### src/sgq_regs.svh
`ifndef SGQ_REGS_SVH
`define SGQ_REGS_SVH
`define SGQ_CTRL_SUPPRESS_INT_BIT 7
`define SGQ_CTRL_SKIP_DATA_BIT    5
`define SGQ_CB_LIST_PTR_BYTE      8
`define SGQ_MAX_SEGMENTS          14'h2000
`define SGQ_STAT_OK               8'h00
`define SGQ_STAT_TAG_FLUSH        8'h24
`define SGQ_STAT_SCSI_RESET       8'h23
`define SGQ_ENTRY_BYTES_EXT       32'h0000_0008
`define SGQ_ENTRY_BYTES_LEG       32'h0000_0006
`define SGQ_NUM_TARGETS           8
`endif

### src/sgq_pkg.sv
package sgq_pkg;
  typedef enum logic [2:0] {
    SGQ_IDLE    = 3'h0,
    SGQ_FETCH   = 3'h1,
    SGQ_MOVE    = 3'h3,
    SGQ_DONE    = 3'h2,
    SGQ_FLUSH   = 3'h6
  } sgq_state_type;
  typedef enum logic [1:0] {
    SGQ_MSG_NONE  = 2'h0,
    SGQ_MSG_TAG   = 2'h1,
    SGQ_MSG_SYNC  = 2'h2,
    SGQ_MSG_ABORT = 2'h3
  } sgq_msg_type;
endpackage : sgq_pkg

### src/sgq_engine.sv
`include "sgq_regs.svh"
// How it works
// - Control bit 7 set: no completion interrupt; clear: interrupt on each completion.
// - Legacy entry: 3-byte length then 3-byte 24-bit address.
// - Extended entry: 4-byte count then 4-byte 32-bit pointer, LSB first.
// - List start address comes from command block bytes 8 to 11.
// - Lists of 1 to 8192 entries are accepted.
// - Extended mode uses full 32-bit pointers for DMA.
// - Abort of tagged block waits for reconnect with matching nexus.
// - Device reset completes every block of that target with reset status.
// - Bus reset flushes lists and completes target 0 and each target with tagged or aborting blocks, with reset status.
// - Untagged reconnect with tags outstanding: abort, flush target with status 24H.
// - Tag follows identify; own sync negotiation outranks the tag.
// - Auto sense on contingent allegiance issues request sense.
// - Control bit 5 set: no data moves to or from host memory.
module sgq_engine
  import sgq_pkg::*;
(
  input  wire logic        sys_clk,
  input  wire logic        rst_b,
  input  wire logic        cmd_start,
  input  wire logic [7:0]  command_block_ctrl,
  input  wire logic [31:0] command_block_list_ptr,
  input  wire logic [13:0] command_block_seg_count,
  input  wire logic [2:0]  command_block_target,
  input  wire logic        command_block_tagged,
  input  wire logic        extended_mode,
  output logic             cmd_busy,
  output logic             mem_rd_req,
  output logic [31:0]      mem_rd_addr,
  input  wire logic        mem_rd_valid,
  input  wire logic [7:0]  mem_rd_byte,
  output logic             dma_req,
  output logic [31:0]      dma_addr,
  input  wire logic        dma_ack,
  input  wire logic        bus_reset,
  input  wire logic        dev_reset,
  input  wire logic [2:0]  dev_reset_target,
  input  wire logic        reconnect,
  input  wire logic [2:0]  reconnect_target,
  input  wire logic        reconnect_has_tag,
  input  wire logic        abort_req,
  input  wire logic        reconnect_tag_match,
  input  wire logic        contingent_allegiance,
  input  wire logic        auto_sense_en,
  input  wire logic        sync_neg_pending,
  input  wire logic        identify_sent,
  output logic             request_sense,
  output sgq_msg_type      msg_out,
  output logic             msg_valid,
  output logic             cmpl_valid,
  output logic [2:0]       cmpl_target,
  output logic [7:0]       adapter_status_code,
  output logic             host_irq,
  output logic             list_len_err
);

  // ****************************************
  // Input synchronisers
  // ****************************************
  logic [1:0] bus_reset_sync_reg;
  logic [1:0] dev_reset_sync_reg;
  always_ff @(posedge sys_clk) begin
    if (!rst_b) begin
      bus_reset_sync_reg <= 2'h0;
      dev_reset_sync_reg <= 2'h0;
    end else begin
      bus_reset_sync_reg <= {bus_reset_sync_reg[0], bus_reset};
      dev_reset_sync_reg <= {dev_reset_sync_reg[0], dev_reset};
    end
  end
  wire logic bus_rst_s = bus_reset_sync_reg[1];
  wire logic dev_rst_s = dev_reset_sync_reg[1];
  logic bus_rst_d_reg;
  logic dev_rst_d_reg;
  always_ff @(posedge sys_clk) begin
    if (!rst_b) begin
      bus_rst_d_reg <= 1'b0;
      dev_rst_d_reg <= 1'b0;
    end else begin
      bus_rst_d_reg <= bus_rst_s;
      dev_rst_d_reg <= dev_rst_s;
    end
  end
  wire logic bus_rst_ev = bus_rst_s && !bus_rst_d_reg;
  wire logic dev_rst_ev = dev_rst_s && !dev_rst_d_reg;

  // ****************************************
  // Descriptor walker
  // ****************************************
  sgq_state_type state_reg;
  logic [31:0]   entry_addr_reg;
  logic [13:0]   seg_left_reg;
  logic [3:0]    byte_idx_reg;
  logic [31:0]   seg_count_reg;
  logic [31:0]   seg_ptr_reg;
  logic [7:0]    ctrl_reg;
  logic [2:0]    target_reg;
  logic          ext_reg;
  logic          tag_flush_reg;
  wire logic [3:0] entry_len = ext_reg ? 4'h8 : 4'h6;
  wire logic [3:0] half_len  = ext_reg ? 4'h4 : 4'h3;
  wire logic       skip_data = ctrl_reg[`SGQ_CTRL_SKIP_DATA_BIT];
  // A device reset cuts the walk only when aimed at the walking target; a bus reset always does
  wire logic       flush_any = bus_rst_ev || tag_flush_reg ||
                               (dev_rst_ev && dev_reset_target == target_reg);
  wire logic       seg_ok    = command_block_seg_count != 14'h0000 &&
                               command_block_seg_count <= `SGQ_MAX_SEGMENTS;

  always_ff @(posedge sys_clk) begin
    if (!rst_b) begin
      state_reg      <= SGQ_IDLE;
      entry_addr_reg <= 32'h0000_0000;
      seg_left_reg   <= 14'h0000;
      byte_idx_reg   <= 4'h0;
      seg_count_reg  <= 32'h0000_0000;
      seg_ptr_reg    <= 32'h0000_0000;
      ctrl_reg       <= 8'h00;
      target_reg     <= 3'h0;
      ext_reg        <= 1'b0;
      list_len_err   <= 1'b0;
    end else begin
      list_len_err <= 1'b0;
      unique case (state_reg)
        SGQ_IDLE: if (cmd_start) begin
          ctrl_reg       <= command_block_ctrl;
          target_reg     <= command_block_target;
          ext_reg        <= extended_mode;
          entry_addr_reg <= command_block_list_ptr;
          seg_left_reg   <= command_block_seg_count;
          byte_idx_reg   <= 4'h0;
          if (!seg_ok) begin
            list_len_err <= 1'b1;
            state_reg    <= SGQ_DONE;
          end else begin
            state_reg <= SGQ_FETCH;
          end
        end
        // Cut walk: no DONE completion; the flush queue reports the block unless a bus reset cuts an untagged block at a target other than 0
        SGQ_FETCH: if (flush_any) state_reg <= SGQ_FLUSH;
        else if (mem_rd_valid) begin
          // Little-endian assembly, LSB first
          if (byte_idx_reg < half_len)
            seg_count_reg[{byte_idx_reg[1:0], 3'h0} +: 8] <= mem_rd_byte;
          else
            seg_ptr_reg[{2'(byte_idx_reg - half_len), 3'h0} +: 8] <= mem_rd_byte;
          if (byte_idx_reg == entry_len - 4'h1) begin
            byte_idx_reg   <= 4'h0;
            entry_addr_reg <= entry_addr_reg + (ext_reg ? `SGQ_ENTRY_BYTES_EXT
                                                        : `SGQ_ENTRY_BYTES_LEG);
            state_reg      <= SGQ_MOVE;
          end else begin
            byte_idx_reg <= byte_idx_reg + 4'h1;
          end
          if (byte_idx_reg == 4'h0) begin
            seg_count_reg <= {24'h0, mem_rd_byte};
            seg_ptr_reg   <= 32'h0000_0000;
          end
        end
        SGQ_MOVE: if (flush_any) state_reg <= SGQ_FLUSH;
        else if (seg_count_reg == 32'h0 || skip_data || dma_ack) begin
          if (seg_count_reg > 32'h1 && !skip_data) begin
            seg_count_reg <= seg_count_reg - 32'h1;
            seg_ptr_reg   <= seg_ptr_reg + 32'h1;
          end else if (seg_left_reg == 14'h1) begin
            state_reg <= SGQ_DONE;
          end else begin
            seg_left_reg <= seg_left_reg - 14'h1;
            state_reg    <= SGQ_FETCH;
          end
        end
        SGQ_DONE:  state_reg <= SGQ_IDLE;
        SGQ_FLUSH: state_reg <= SGQ_IDLE;
        default:   state_reg <= SGQ_IDLE;
      endcase
    end
  end

  assign cmd_busy    = state_reg != SGQ_IDLE;
  assign mem_rd_req  = state_reg == SGQ_FETCH;
  assign mem_rd_addr = entry_addr_reg + {28'h0, byte_idx_reg};
  assign dma_req     = state_reg == SGQ_MOVE && seg_count_reg != 32'h0 && !skip_data;
  assign dma_addr    = ext_reg ? seg_ptr_reg : {8'h00, seg_ptr_reg[23:0]};

  // ****************************************
  // Tag queue bookkeeping per target
  // ****************************************
  logic [`SGQ_NUM_TARGETS-1:0] tagged_out_reg;
  logic [`SGQ_NUM_TARGETS-1:0] abort_wait_reg;
  logic [`SGQ_NUM_TARGETS-1:0] flush_pend_reg;
  logic [7:0]                  flush_stat_reg;
  wire logic untag_reconn = reconnect && !reconnect_has_tag &&
                            tagged_out_reg[reconnect_target];
  genvar t;
  generate
    for (t = 0; t < `SGQ_NUM_TARGETS; t++) begin : g_tgt
      always_ff @(posedge sys_clk) begin
        if (!rst_b) begin
          tagged_out_reg[t] <= 1'b0;
          abort_wait_reg[t] <= 1'b0;
        end else begin
          // A tagged block taken in the same cycle as a clear stays outstanding
          if (cmd_start && !cmd_busy && command_block_tagged && command_block_target == t)
            tagged_out_reg[t] <= 1'b1;
          else if (bus_rst_ev || (dev_rst_ev && dev_reset_target == t) ||
                   (untag_reconn && reconnect_target == t))
            tagged_out_reg[t] <= 1'b0;
          // Abort holds until the matching nexus returns or a bus reset clears it
          if (bus_rst_ev)
            abort_wait_reg[t] <= 1'b0;
          else if (abort_req && tagged_out_reg[t] && target_reg == t)
            abort_wait_reg[t] <= 1'b1;
          else if (reconnect && reconnect_tag_match && reconnect_target == t)
            abort_wait_reg[t] <= 1'b0;
        end
      end
    end
  endgenerate

  // Flush queue: one completion per cycle, lowest pending target first
  logic [2:0] flush_idx;
  always_comb begin
    flush_idx = 3'h0;
    for (int i = `SGQ_NUM_TARGETS - 1; i >= 0; i--)
      if (flush_pend_reg[i]) flush_idx = 3'(i);
  end
  always_ff @(posedge sys_clk) begin
    if (!rst_b) begin
      flush_pend_reg <= 8'h00;
      flush_stat_reg <= `SGQ_STAT_OK;
      tag_flush_reg  <= 1'b0;
    end else begin
      tag_flush_reg <= untag_reconn && reconnect_target == target_reg && cmd_busy;
      if (bus_rst_ev) begin
        flush_pend_reg <= tagged_out_reg | abort_wait_reg | 8'h01;
        flush_stat_reg <= `SGQ_STAT_SCSI_RESET;
      end else if (dev_rst_ev) begin
        flush_pend_reg[dev_reset_target] <= 1'b1;
        flush_stat_reg <= `SGQ_STAT_SCSI_RESET;
      end else if (untag_reconn) begin
        flush_pend_reg[reconnect_target] <= 1'b1;
        flush_stat_reg <= `SGQ_STAT_TAG_FLUSH;
      end else if (flush_pend_reg != 8'h00) begin
        flush_pend_reg[flush_idx] <= 1'b0;
      end
    end
  end

  // ****************************************
  // Completion and message out
  // ****************************************
  always_ff @(posedge sys_clk) begin
    if (!rst_b) begin
      cmpl_valid          <= 1'b0;
      cmpl_target         <= 3'h0;
      adapter_status_code <= `SGQ_STAT_OK;
      host_irq            <= 1'b0;
    end else begin
      cmpl_valid <= 1'b0;
      host_irq   <= 1'b0;
      if (flush_pend_reg != 8'h00 && !bus_rst_ev && !dev_rst_ev && !untag_reconn) begin
        cmpl_valid          <= 1'b1;
        cmpl_target         <= flush_idx;
        adapter_status_code <= flush_stat_reg;
        host_irq            <= !ctrl_reg[`SGQ_CTRL_SUPPRESS_INT_BIT];
      end else if (state_reg == SGQ_DONE) begin
        cmpl_valid          <= 1'b1;
        cmpl_target         <= target_reg;
        adapter_status_code <= `SGQ_STAT_OK;
        host_irq            <= !ctrl_reg[`SGQ_CTRL_SUPPRESS_INT_BIT];
      end
    end
  end

  always_ff @(posedge sys_clk) begin
    if (!rst_b) begin
      msg_out       <= SGQ_MSG_NONE;
      msg_valid     <= 1'b0;
      request_sense <= 1'b0;
    end else begin
      msg_valid     <= 1'b0;
      msg_out       <= SGQ_MSG_NONE;
      request_sense <= contingent_allegiance && auto_sense_en;
      if (untag_reconn ||
          (reconnect && reconnect_tag_match && abort_wait_reg[reconnect_target])) begin
        msg_valid <= 1'b1;
        msg_out   <= SGQ_MSG_ABORT;
      end else if (identify_sent && sync_neg_pending) begin
        msg_valid <= 1'b1;
        msg_out   <= SGQ_MSG_SYNC;
      end else if (identify_sent && command_block_tagged) begin
        msg_valid <= 1'b1;
        msg_out   <= SGQ_MSG_TAG;
      end
    end
  end

endmodule : sgq_engine

### config.mk
export PLATFORM = sky130hd
export DESIGN_NAME = sgq_engine
export DESIGN_NICKNAME = d
export VERILOG_FILES = /design/src/sgq_pkg.sv /design/src/sgq_engine.sv
export VERILOG_INCLUDE_DIRS = /design/src /design/src/src
export SDC_FILE = /design/constraint.sdc
export NUM_CORES = 1
export LEC_CHECK = 0
export ABC_AREA = 1
export BUFFER_PORTS_ARGS = -buffer_cell sky130_fd_sc_hd__buf_2
export CORE_ASPECT_RATIO = 1.2
export CORE_MARGIN = 5
export CORE_UTILIZATION = 55
export CTS_BUF_LIST = sky130_fd_sc_hd__clkbuf_4 sky130_fd_sc_hd__clkbuf_8
export CTS_CLUSTER_SIZE = 10
export DETAILED_ROUTE_END_ITERATION = 6
export GPL_ROUTABILITY_DRIVEN = 0
export PLACE_DENSITY_LB_ADDON = 0.05
export SETUP_SLACK_MARGIN = 0.5
export SLEW_MARGIN = 20
export SYNTH_ARGS = -nofsm -noshare
export SYNTH_HDL_FRONTEND = slang
export SYNTH_SLANG_ARGS = --single-unit
### constraint.sdc
create_clock -name sys_clk -period 2.8 [get_ports sys_clk]
set_input_delay 0.14 -clock sys_clk [delete_from_list [all_inputs] [get_ports sys_clk]]
set_output_delay 0.14 -clock sys_clk [all_outputs]
set_load 0.02 [all_outputs]
Word level (Yosys, flattened, before mapping)

Cells that the tools add are included.

Memories: 0
Logic and storage cells: 385
Latch bits: 0
Memory bits (read-only): 0
Flip-flop bits (word level): 182
Output and inout port bits: 85
Bits in writable memories: 0

$mul: 0
Bitwise operators: 6
Add/subtract/negate cells: 10
Div/mod/pow operators: 0
Reduce and logical (&&, ||, !) cells: 145
Shift operators: 4
$lt $le $gt $ge: 9
Multiplexer cells: 120
Equality and inequality tests: 50

Operator list:

| operator                 | count |
|---|---|
| $mux W32                 | 19 |
| $pmux W32 S2             | 3 |
| $logic_and A1 B1 Y1      | 72 |
| $mux W14                 | 5 |
| $add A32 B4 Y32          | 2 |
| $bwmux W32               | 2 |
| $shift A8 B7 Y32 const A | 2 |
| $shiftx A8 B7 Y32        | 2 |
| $mux W3                  | 18 |
| $eq A3 B3 Y1 const B     | 16 |
| $mux W8                  | 6 |
| $mux W1                  | 46 |
| $reduce_bool A2 Y1       | 20 |
| $add A32 B1 Y32 const B  | 1 |
| $gt A32 B1 Y1 const B    | 1 |
| $logic_not A32 Y1        | 1 |
| $reduce_bool A32 Y1      | 1 |
| $sub A32 B1 Y32 const B  | 1 |
| $eq A3 B2 Y1 const B     | 10 |
| $pmux W14 S2             | 1 |
| $mux W4                  | 6 |
| $or A8 B8 Y8             | 3 |
| $logic_or A1 B1 Y1       | 21 |
| $mux W6                  | 3 |
| 41 further kinds         | 82 |

Longest topological paths before layout

Gate-level depths: netlist (run 1).

Depth after elaboration: 18
Depth in mapped cells: 15

Worst setup path after synthesis (run 1)

OpenSTA, ideal clock, no wires.

Kind: register -> register
From: register ext_reg
To: register seg_ptr_reg[27]
Data arrival time: 2764 ps
Path slack: -28 ps
Setup time: 64 ps
Path buffers: 1
Stages on the path, launching flop included: 13
Cells stage by stage: dfxtp_1 > clkbuf_1 > inv_1 > ha_1 > fa_1 > inv_1 > ha_1 > inv_1 > nor4_2 > nand3_1 > nand2_1 > nor2_1 > nor2_1

Cells in the longest elaborated chain, start to end: 10
Elaborated cells between the ends (all ways): 14
Classes of those cells: 2 x add/sub; 1 x order compare; 1 x eq/ne; 2 x shift; 7 x mux; 1 x reduce/logical

Ends and longest elaborated chain:

| element                                               | RTL line          | RTL |
|---|---|---|
| from (decl)                                           | sgq_engine.sv:99  | `logic ext_reg;` |
| from (signal assigned)                                | sgq_engine.sv:128 | `ext_reg <= extended_mode;` |
| $mux W3 (*)                                           | sgq_engine.sv:102 | `wire logic [3:0] half_len = ext_reg ? 4'h4 : 4'h3;` |
| $sub A2 B2 Y2                                         | sgq_engine.sv:146 | `seg_ptr_reg[{2'(byte_idx_reg - half_len), 3'h0} +: 8] <= mem_rd_byte;` |
| $neg A5 Y7                                            | sgq_engine.sv:146 |  |
| $shiftx A8 B7 Y32 or $shift A8 B7 Y32 (tied branches) | sgq_engine.sv:146 |  |
| $bwmux W32                                            | sgq_engine.sv:146 |  |
| $mux W32                                              | sgq_engine.sv:143 | `if (byte_idx_reg < half_len)` |
| $mux W32                                              | sgq_engine.sv:155 | `if (byte_idx_reg == 4'h0) begin` |
| $mux W32                                              | sgq_engine.sv:141 | `else if (mem_rd_valid) begin` |
| $mux W32                                              | sgq_engine.sv:140 | `SGQ_FETCH: if (flush_any) state_reg <= SGQ_FLUSH;` |
| $pmux W32 S2                                          | sgq_engine.sv:124 | `unique case (state_reg)` |
| to (signal, indexed assignment)                       | sgq_engine.sv:146 |  |
| to (signal assigned)                                  | sgq_engine.sv:164 | `seg_ptr_reg <= seg_ptr_reg + 32'h1;` |
| to (decl)                                             | sgq_engine.sv:96  | `logic [31:0] seg_ptr_reg;` |

Every way passes the cells marked *; elsewhere a longest branch is shown, timed or not. The select of a mux whose other input is x is not followed.
A chain may end at the register's enable or synchronous reset.

Final worst setup path (run 1)

From: register entry_addr_reg[0]
To: output mem_rd_addr[26]

Cells in the longest elaborated chain, start to end: 1

Ends and longest elaborated chain:

| element                | RTL line          | RTL |
|---|---|---|
| from (decl)            | sgq_engine.sv:92  | `logic [31:0] entry_addr_reg;` |
| from (signal assigned) | sgq_engine.sv:129 | `entry_addr_reg <= command_block_list_ptr;` |
| from (signal assigned) | sgq_engine.sv:149 | `` entry_addr_reg <= entry_addr_reg + (ext_reg ? `SGQ_ENTRY_BYTES_EXT `` |
| $add A32 B4 Y32        | sgq_engine.sv:181 | `assign mem_rd_addr = entry_addr_reg + {28'h0, byte_idx_reg};` |
| to (decl)              | sgq_engine.sv:30  | `output logic [31:0] mem_rd_addr,` |

No other way between the ends.

==> results of run 1 <==
## final cells by class
type / count / area [um^2]
multi-input combinational: 1603 / 8680
inverter: 248 / 958
clock inverter: 15 / 216
fill: 2131 / 7450
timing repair buffer: 264 / 1850
clock buffer: 17 / 234
tap: 315 / 394
sequential: 170 / 3420
## what timing repair did
action | in CTS | in global routing
endpoints found under the setup margin | 80 | 126
cloned | 0 | 5
hold buffers | 36 | 0
endpoints found under the hold margin | 46 | 0
setup buffers | 20 | 21
resized for setup | 105 | 88
pin swaps | 22 | 65
## stage by stage
stage / setup TNS, ns / utilization / total power (uW)
after detailed placement: 0 / 0.596 / 13500
after global routing: -0.585 / 0.679 / 18000
after floorplan: 0 / - / 11500
after CTS: 0 / 0.654 / 15900
after global placement: 0 / 0.596 / 13300
final: 0 / 0.679 / 16600
## cells in the mapped netlist (all sizes together), types with 2 or more instances
| cell | count | share of area |
|---|---|---|
| nand2 | 554 | 0.17 |
| nor2 | 350 | 0.11 |
| inv | 245 | 0.072 |
| dfxtp | 170 | 0.26 |
| nand3 | 160 | 0.069 |
| a21oi | 127 | 0.052 |
| o21ai | 120 | 0.046 |
| buf | 66 | 0.037 |
| xor2 | 58 | 0.039 |
| nor3 | 53 | 0.023 |
| nand4 | 43 | 0.021 |
| clkbuf | 32 | 0.0093 |
| ha | 26 | 0.025 |
| a31oi | 11 | 0.0053 |
| o211ai | 11 | 0.0079 |
| xnor2 | 11 | 0.0075 |
| a22oi | 10 | 0.0058 |
| o311ai | 8 | 0.0054 |
| nor4 | 7 | 0.0044 |
| or2 | 6 | 0.0029 |
| nand3b | 5 | 0.0029 |
| o22ai | 5 | 0.0024 |
| a221oi | 4 | 0.0027 |
| o21a | 4 | 0.0023 |
| a22o | 3 | 0.0020 |
| clkinv | 3 | 0.00087 |
| fa | 3 | 0.0046 |
| o31ai | 3 | 0.0017 |
| a211oi | 2 | 0.0012 |
| a21boi | 2 | 0.0020 |
| and2 | 2 | 0.00097 |
## final timing paths
kind	startpoint	endpoint	slack [ns]	cells after the start
worst max-delay path	entry_addr_reg[0]	mem_rd_addr[26]	0.01	12
worst min register to register	bus_reset_sync_reg[1]	bus_rst_d_reg	0.43	2
worst min-delay path	command_block_list_ptr[19]	entry_addr_reg[19]	0.01	4
worst max register to register	byte_idx_reg[0]	seg_ptr_reg[7]	0.20	15
## critical path: stages (launching register included)
cell      delay [ns]
dfxtp_4         0.38
ha_4            0.14
inv_2           0.04
fa_2            0.32
nand3b_1        0.16
and2_4          0.18
nor2_4          0.11
nand3_4         0.13
buf_4           0.18
nor2_4          0.12
nand2_2         0.08
xor2_2          0.17
buf_6           0.14
## kinds of logic (layout without fill, tap and decap cells)
group | Yosys count | in the layout | synth area share
other | 1 | 4 | 0.000290
buffers and inverters | 346 | 544 | 0.120
adders and majority gates | 29 | 29 | 0.0298
DFF | 170 | 170 | 0.263
AOI/OAI and AO/OA | 315 | 315 | 0.141
xor gates and xnor gates | 69 | 69 | 0.0468
and+or+nand+nor | 1181 | 1186 | 0.399
## report_power, final
group | switching, uW | total [uW] | leakage [uW] | internal, uW
logic | 6740 | 10300 | 0.00572 | 3590
clock network | 1240 | 1980 | 0.000222 | 734
registers | 1100 | 4340 | 0.00140 | 3230
total | 9090 | 16600 | 0.00734 | 7560
## layer usage
| layer | track usage | up-vias |
|---|---|---|
| li1 | - | 7179 |
| met1 | 0.359 | 6694 |
| met4 | 0.165 | 4 |
| met3 | 0.0524 | 181 |
| met2 | 0.530 | 671 |
| met5 | 0 | - |
## placed cells by master (no fill, tap or decap), drive strengths merged, types with 17 or more instances in the layout
master,synthesis,routed
a21oi,127,127
buf,66,228
clkbuf,32,17
dfxtp,170,170
dlygate4sd3,0,36
ha,26,26
inv,245,256
nand2,554,554
nand3,160,163
nand4,43,43
nor2,350,352
nor3,53,53
o21ai,120,120
xor2,58,58
==> flow_metrics.py, run 1 <==
metrics = {
    "run_status": {
        "outcome": "finished, final reports clean",
    },
    "routing": {
        "drc": 0,
        "top_layer": "met5",
        "ant_nets": 0,
        "route.met3.wl_mm": 3.09,
        "first_pass_iters": 5,
        "wl_met2_mm": 20.4,
        "via_per_inst": 5.60,
        "drt-met1-wl_mm": 16.5,
        "wire_per_inst_um": 16.1,
        "drt_iter0_drc": 1187,
        "routed_wl_mm": 42.4,
        "vias": 14700,
    },
    "cts": {
        "root_buffer": "clkbuf_8",
        "h-tree-depth": 4,
        "cts_made_buffers": 17,
        "cts_tree": "done",
        "cts_max_path_buffers": 2,
        "clk_latency_ns": 0.50,
        "clkTransAtPathRegs_ns": 0.13,
        "cts_num_sinks": 170,
    },
    "worst_setup_path": {
        "crit_path_max_fanout": 4,
        "critPathKind": "reg2out",
        "critical_path_arrival_ns": 2.65,
        "start_kind": "register",
        "cp.required_ns": 2.66,
        "cp-end-kind": "output pin",
    },
    "global_route": {
        "grt_pass1_wl_mm": 67.0,
        "grtUsageTotal": 0.306,
        "grt_max_degree": 65,
        "grt_antenna_before_repair": 2,
        "gr-total-overflow": 0,
        "grt_pass1_vias": 13900,
    },
    "floorplanning": {
        "io_pins": 173,
        "die-area_um2": 26700,
        "core-area_um2": 23200,
        "die_w_um": 150,
        "die_y_um": 178,
        "start_util": 0.557,
        "fp-row-count": 61,
    },
    "placement": {
        "port_buffers": 162,
        "dp_slack_ns": 0.272,
        "dpl-instance-area_um2": 13800,
        "hpwlAfterDp_mm": 29.9,
        "place_inst": 2518,
    },
    "sta": {
        "drv_slew": 0,
        "tightestPinTransition_ns": 0.727,
        "max_freq_ghz": 0.359,
        "relSlewSlack": 0.515,
        "layout_min_cycle_time_ns": 2.79,
        "final.setup.worst_slack_ns": 0.0131,
        "hold_ws_ns": 0.0145,
        "hold_viol": 0,
        "setup_violations": 0,
        "skew_ns": 0.0318,
        "fin_crit_sh": 0.995,
        "rsz0062_at_grt": "yes",
    },
    "finish": {
        "drive_gt1_frac": 0.202,
        "finish.instance_area_um2": 15800,
        "stdcell_count": 2632,
        "antenna_cells": 0,
        "final_nets": 2421,
        "area_growth_pct": 21.9,
    },
    "flow_run": {
        "drv_cap": 0,
    },
    "power_and_ir_drop": {
        "p_per_area_nw_per_um2": 1060,
        "power_leakage_uw": 0.00734,
        "ir_drop_mv": 0.482,
    },
    "yosys": {
        "avgSynthCellArea_um2": 6.12,
        "synth_edf_count": 0,
        "ys.flop_type": "dfxtp_1",
        "ys_seq_elements": 170,
        "synth-seq-area-share": 0.263,
        "ys_types": 59,
        "synth_cells": 2111,
        "syn_area_um2": 12900,
        "yosysWarnings": 0,
        "synthArstFlopShare": 0,
    },
    "min_path": {
        "hold_path.class": "in2reg",
    },
}
Power figures use the tool's default switching activity.
==> run 2, diff against run 1 <==
--- a/config.mk
+++ b/config.mk
@@ -8,16 +8,20 @@
 export LEC_CHECK = 0
 export ABC_AREA = 1
 export BUFFER_PORTS_ARGS = -buffer_cell sky130_fd_sc_hd__buf_2
+export CELL_PAD_IN_SITES_DETAIL_PLACEMENT = 1
+export CELL_PAD_IN_SITES_GLOBAL_PLACEMENT = 2
 export CORE_ASPECT_RATIO = 1.2
 export CORE_MARGIN = 5
-export CORE_UTILIZATION = 55
+export CORE_UTILIZATION = 29
 export CTS_BUF_LIST = sky130_fd_sc_hd__clkbuf_4 sky130_fd_sc_hd__clkbuf_8
 export CTS_CLUSTER_SIZE = 10
 export DETAILED_ROUTE_END_ITERATION = 6
 export GPL_ROUTABILITY_DRIVEN = 0
 export PLACE_DENSITY_LB_ADDON = 0.05
+export RECOVER_POWER = 25
 export SETUP_SLACK_MARGIN = 0.5
 export SLEW_MARGIN = 20
 export SYNTH_ARGS = -nofsm -noshare
 export SYNTH_HDL_FRONTEND = slang
 export SYNTH_SLANG_ARGS = --single-unit
+export TNS_END_PERCENT = 1
==> run 2 against run 1 <==
Net effect:
- the flow now finishes with violations (capacitance limit, slew limit)
- largest power group unchanged
- sequential share of layout area down 0.30 points
- cell area increased by 1.7%
- largest cell class unchanged
- first-iteration DRC count is 54% lower
- critical endpoint is now mem_rd_addr[16]
- clock power decreased by 2%
- highest routed layer unchanged
- global-route usage shrank 9.2 points
- non-clock buffer count is 16 higher
==> flow_metrics.py, run 2 (same netlist as run 1, synthesis figures left out) <==
metrics = {
    "routing": {
        "drc": 0,
        "routed_wl_mm": 52.7,
        "via_per_inst": 4.94,
        "ant_nets": 0,
        "drt_iter0_drc": 543,
        "wire_per_inst_um": 18.2,
        "first_pass_iters": 4,
        "vias": 14300,
    },
    "finish": {
        "final_common_cell": "nand2_1",
        "final_nets": 2432,
        "finish.instance_area_um2": 16000,
        "area_growth_pct": 23.9,
        "mostFrequentLayoutCells": "nand2_1, nor2_1, inv_1",
        "antenna_cells": 0,
        "drive_gt1_frac": 0.177,
    },
    "power_and_ir_drop": {
        "finalPower_uw": 16900,
        "ir_drop_mv": 0.480,
        "p_per_area_nw_per_um2": 1060,
        "power_leakage_uw": 0.00713,
    },
    "worst_setup_path": {
        "cp-end-kind": "output pin",
        "cp_cell_sequence": "ha_4 -> inv_2 -> fa_2 -> nand3b_1 -> and2_4 -> nor2_4 -> nand3_4 -> nor2_4 -> nand2_2 -> xor2_2 -> buf_2",
        "cp.required_ns": 2.66,
        "cp.depth": 11,
        "cp_top_family": "simple AND/OR/NAND/NOR gates",
        "path_buf_inv": 2,
        "slowest_stage": "dfxtp_2",
        "critical_path_arrival_ns": 2.65,
        "r2r_cells": 11,
        "cp_common_cell": "nor2_4",
        "cpPeakStageDelay_ns": 0.37,
        "crit_path_max_fanout": 5,
        "start_kind": "register",
        "critPathKind": "reg2out",
    },
    "flow_run": {
        "drv_cap": 1,
    },
    "cts": {
        "cts_tree": "done",
        "root_buffer": "clkbuf_8",
        "clk_latency_ns": 0.58,
        "h-tree-depth": 4,
        "cts_num_sinks": 170,
        "clkTransAtPathRegs_ns": 0.10,
        "cts_made_buffers": 17,
        "cts_max_path_buffers": 2,
    },
    "sta": {
        "fin_crit_sh": 0.998,
        "rsz0062_at_grt": "yes",
        "relSlewSlack": -0.750,
        "tightestPinTransition_ns": 2.63,
        "hold_viol": 0,
        "drv_slew": 107,
        "final.setup.worst_slack_ns": 0.00609,
        "skew_ns": 0.0198,
        "setup_violations": 0,
        "max_freq_ghz": 0.358,
        "layout_min_cycle_time_ns": 2.79,
    },
    "placement": {
        "hpwlAfterDp_mm": 40.2,
        "port_buffers": 162,
        "dp_slack_ns": 0.116,
        "dpl-instance-area_um2": 14300,
    },
    "floorplanning": {
        "io_pins": 173,
        "die_y_um": 241,
        "die_w_um": 203,
        "fp-row-count": 84,
        "die-area_um2": 48900,
        "start_util": 0.294,
        "core-area_um2": 43900,
    },
    "global_route": {
        "grt_pass1_vias": 14700,
        "grtUsageTotal": 0.214,
        "grt_pass1_wl_mm": 82.4,
        "grt_antenna_before_repair": 1,
        "grt_max_degree": 107,
        "gr-total-overflow": 0,
    },
    "min_path": {
        "hold_path.class": "in2reg",
        "hold_depth": 5,
    },
    "run_status": {
        "violations": "capacitance limit, slew limit",
        "outcome": "finished with violations",
    },
}
-- run 2: cell type report --
type,instances,area (um^2)
fillers,5711,27900
multi-input cells,1598,8600
flip-flops and latches,170,3430
repair buffers,280,1930
inverters,248,961
well taps,559,699
clock buffers,20,263
clock inverters,12,126
-- run 2: power by group --
part           switching (uW)  internal (uW)
Clock                    1170            770
Combinational            7060           3510
Sequential               1150           3240
-- run 2: stage by stage --
step           cells   util  setup TNS, ns  hold slack [ns]
2_1_floorplan   2114      -              0            0.238
3_3_place_gp    2776  0.325              0            0.325
3_5_place_dp    2776  0.325              0            0.331
4_1_cts         2886  0.358          -1.27          0.00373
5_1_grt         2887  0.365          -2.17           0.0257
6_report        2887  0.365              0           0.0353
-- run 2: routing by layer --
| layer | up-vias | GRT usage | part of all wire |
|---|---|---|---|
| met5 | - | 0 | 0.00025 |
| met4 | 2 | 0.0659 | 0.025 |
| met3 | 58 | 0.0399 | 0.031 |
| met2 | 200 | 0.389 | 0.51 |
| met1 | 6816 | 0.257 | 0.43 |
| li1 | 7180 | - | - |
-- run 2: path summary, 6_finish.rpt --
kind | start | endpoint | slack (ns)
worst max-delay path | byte_idx_reg[0] | mem_rd_addr[16] | 0.006
worst min-delay path | command_block_seg_count[4] | seg_left_reg[4] | 0.04
worst max register to register | byte_idx_reg[0] | seg_ptr_reg[16] | 0.21
worst min register to register | bus_reset_sync_reg[0] | bus_reset_sync_reg[1] | 0.43
-- run 2: timing repair --
item                                    in CTS  in global routing
hold endpoints to repair                    83                  0
endpoints found under the setup margin     100                129
buffers inserted                             5                  1
pin swaps                                   73                 70
gates resized for setup                     96                 95
hold buffers                                73                  0
-- run 2: worst register-to-register path: stages (launching register included) --
cell     delay (ns)
dfxtp_2        0.37
buf_4          0.13
inv_4          0.04
ha_4           0.15
fa_2           0.59
inv_2          0.07
ha_4           0.24
nor4_4         0.51
nand3_1        0.14
o21ai_0        0.12
nor2_1         0.06
nor2_1         0.10
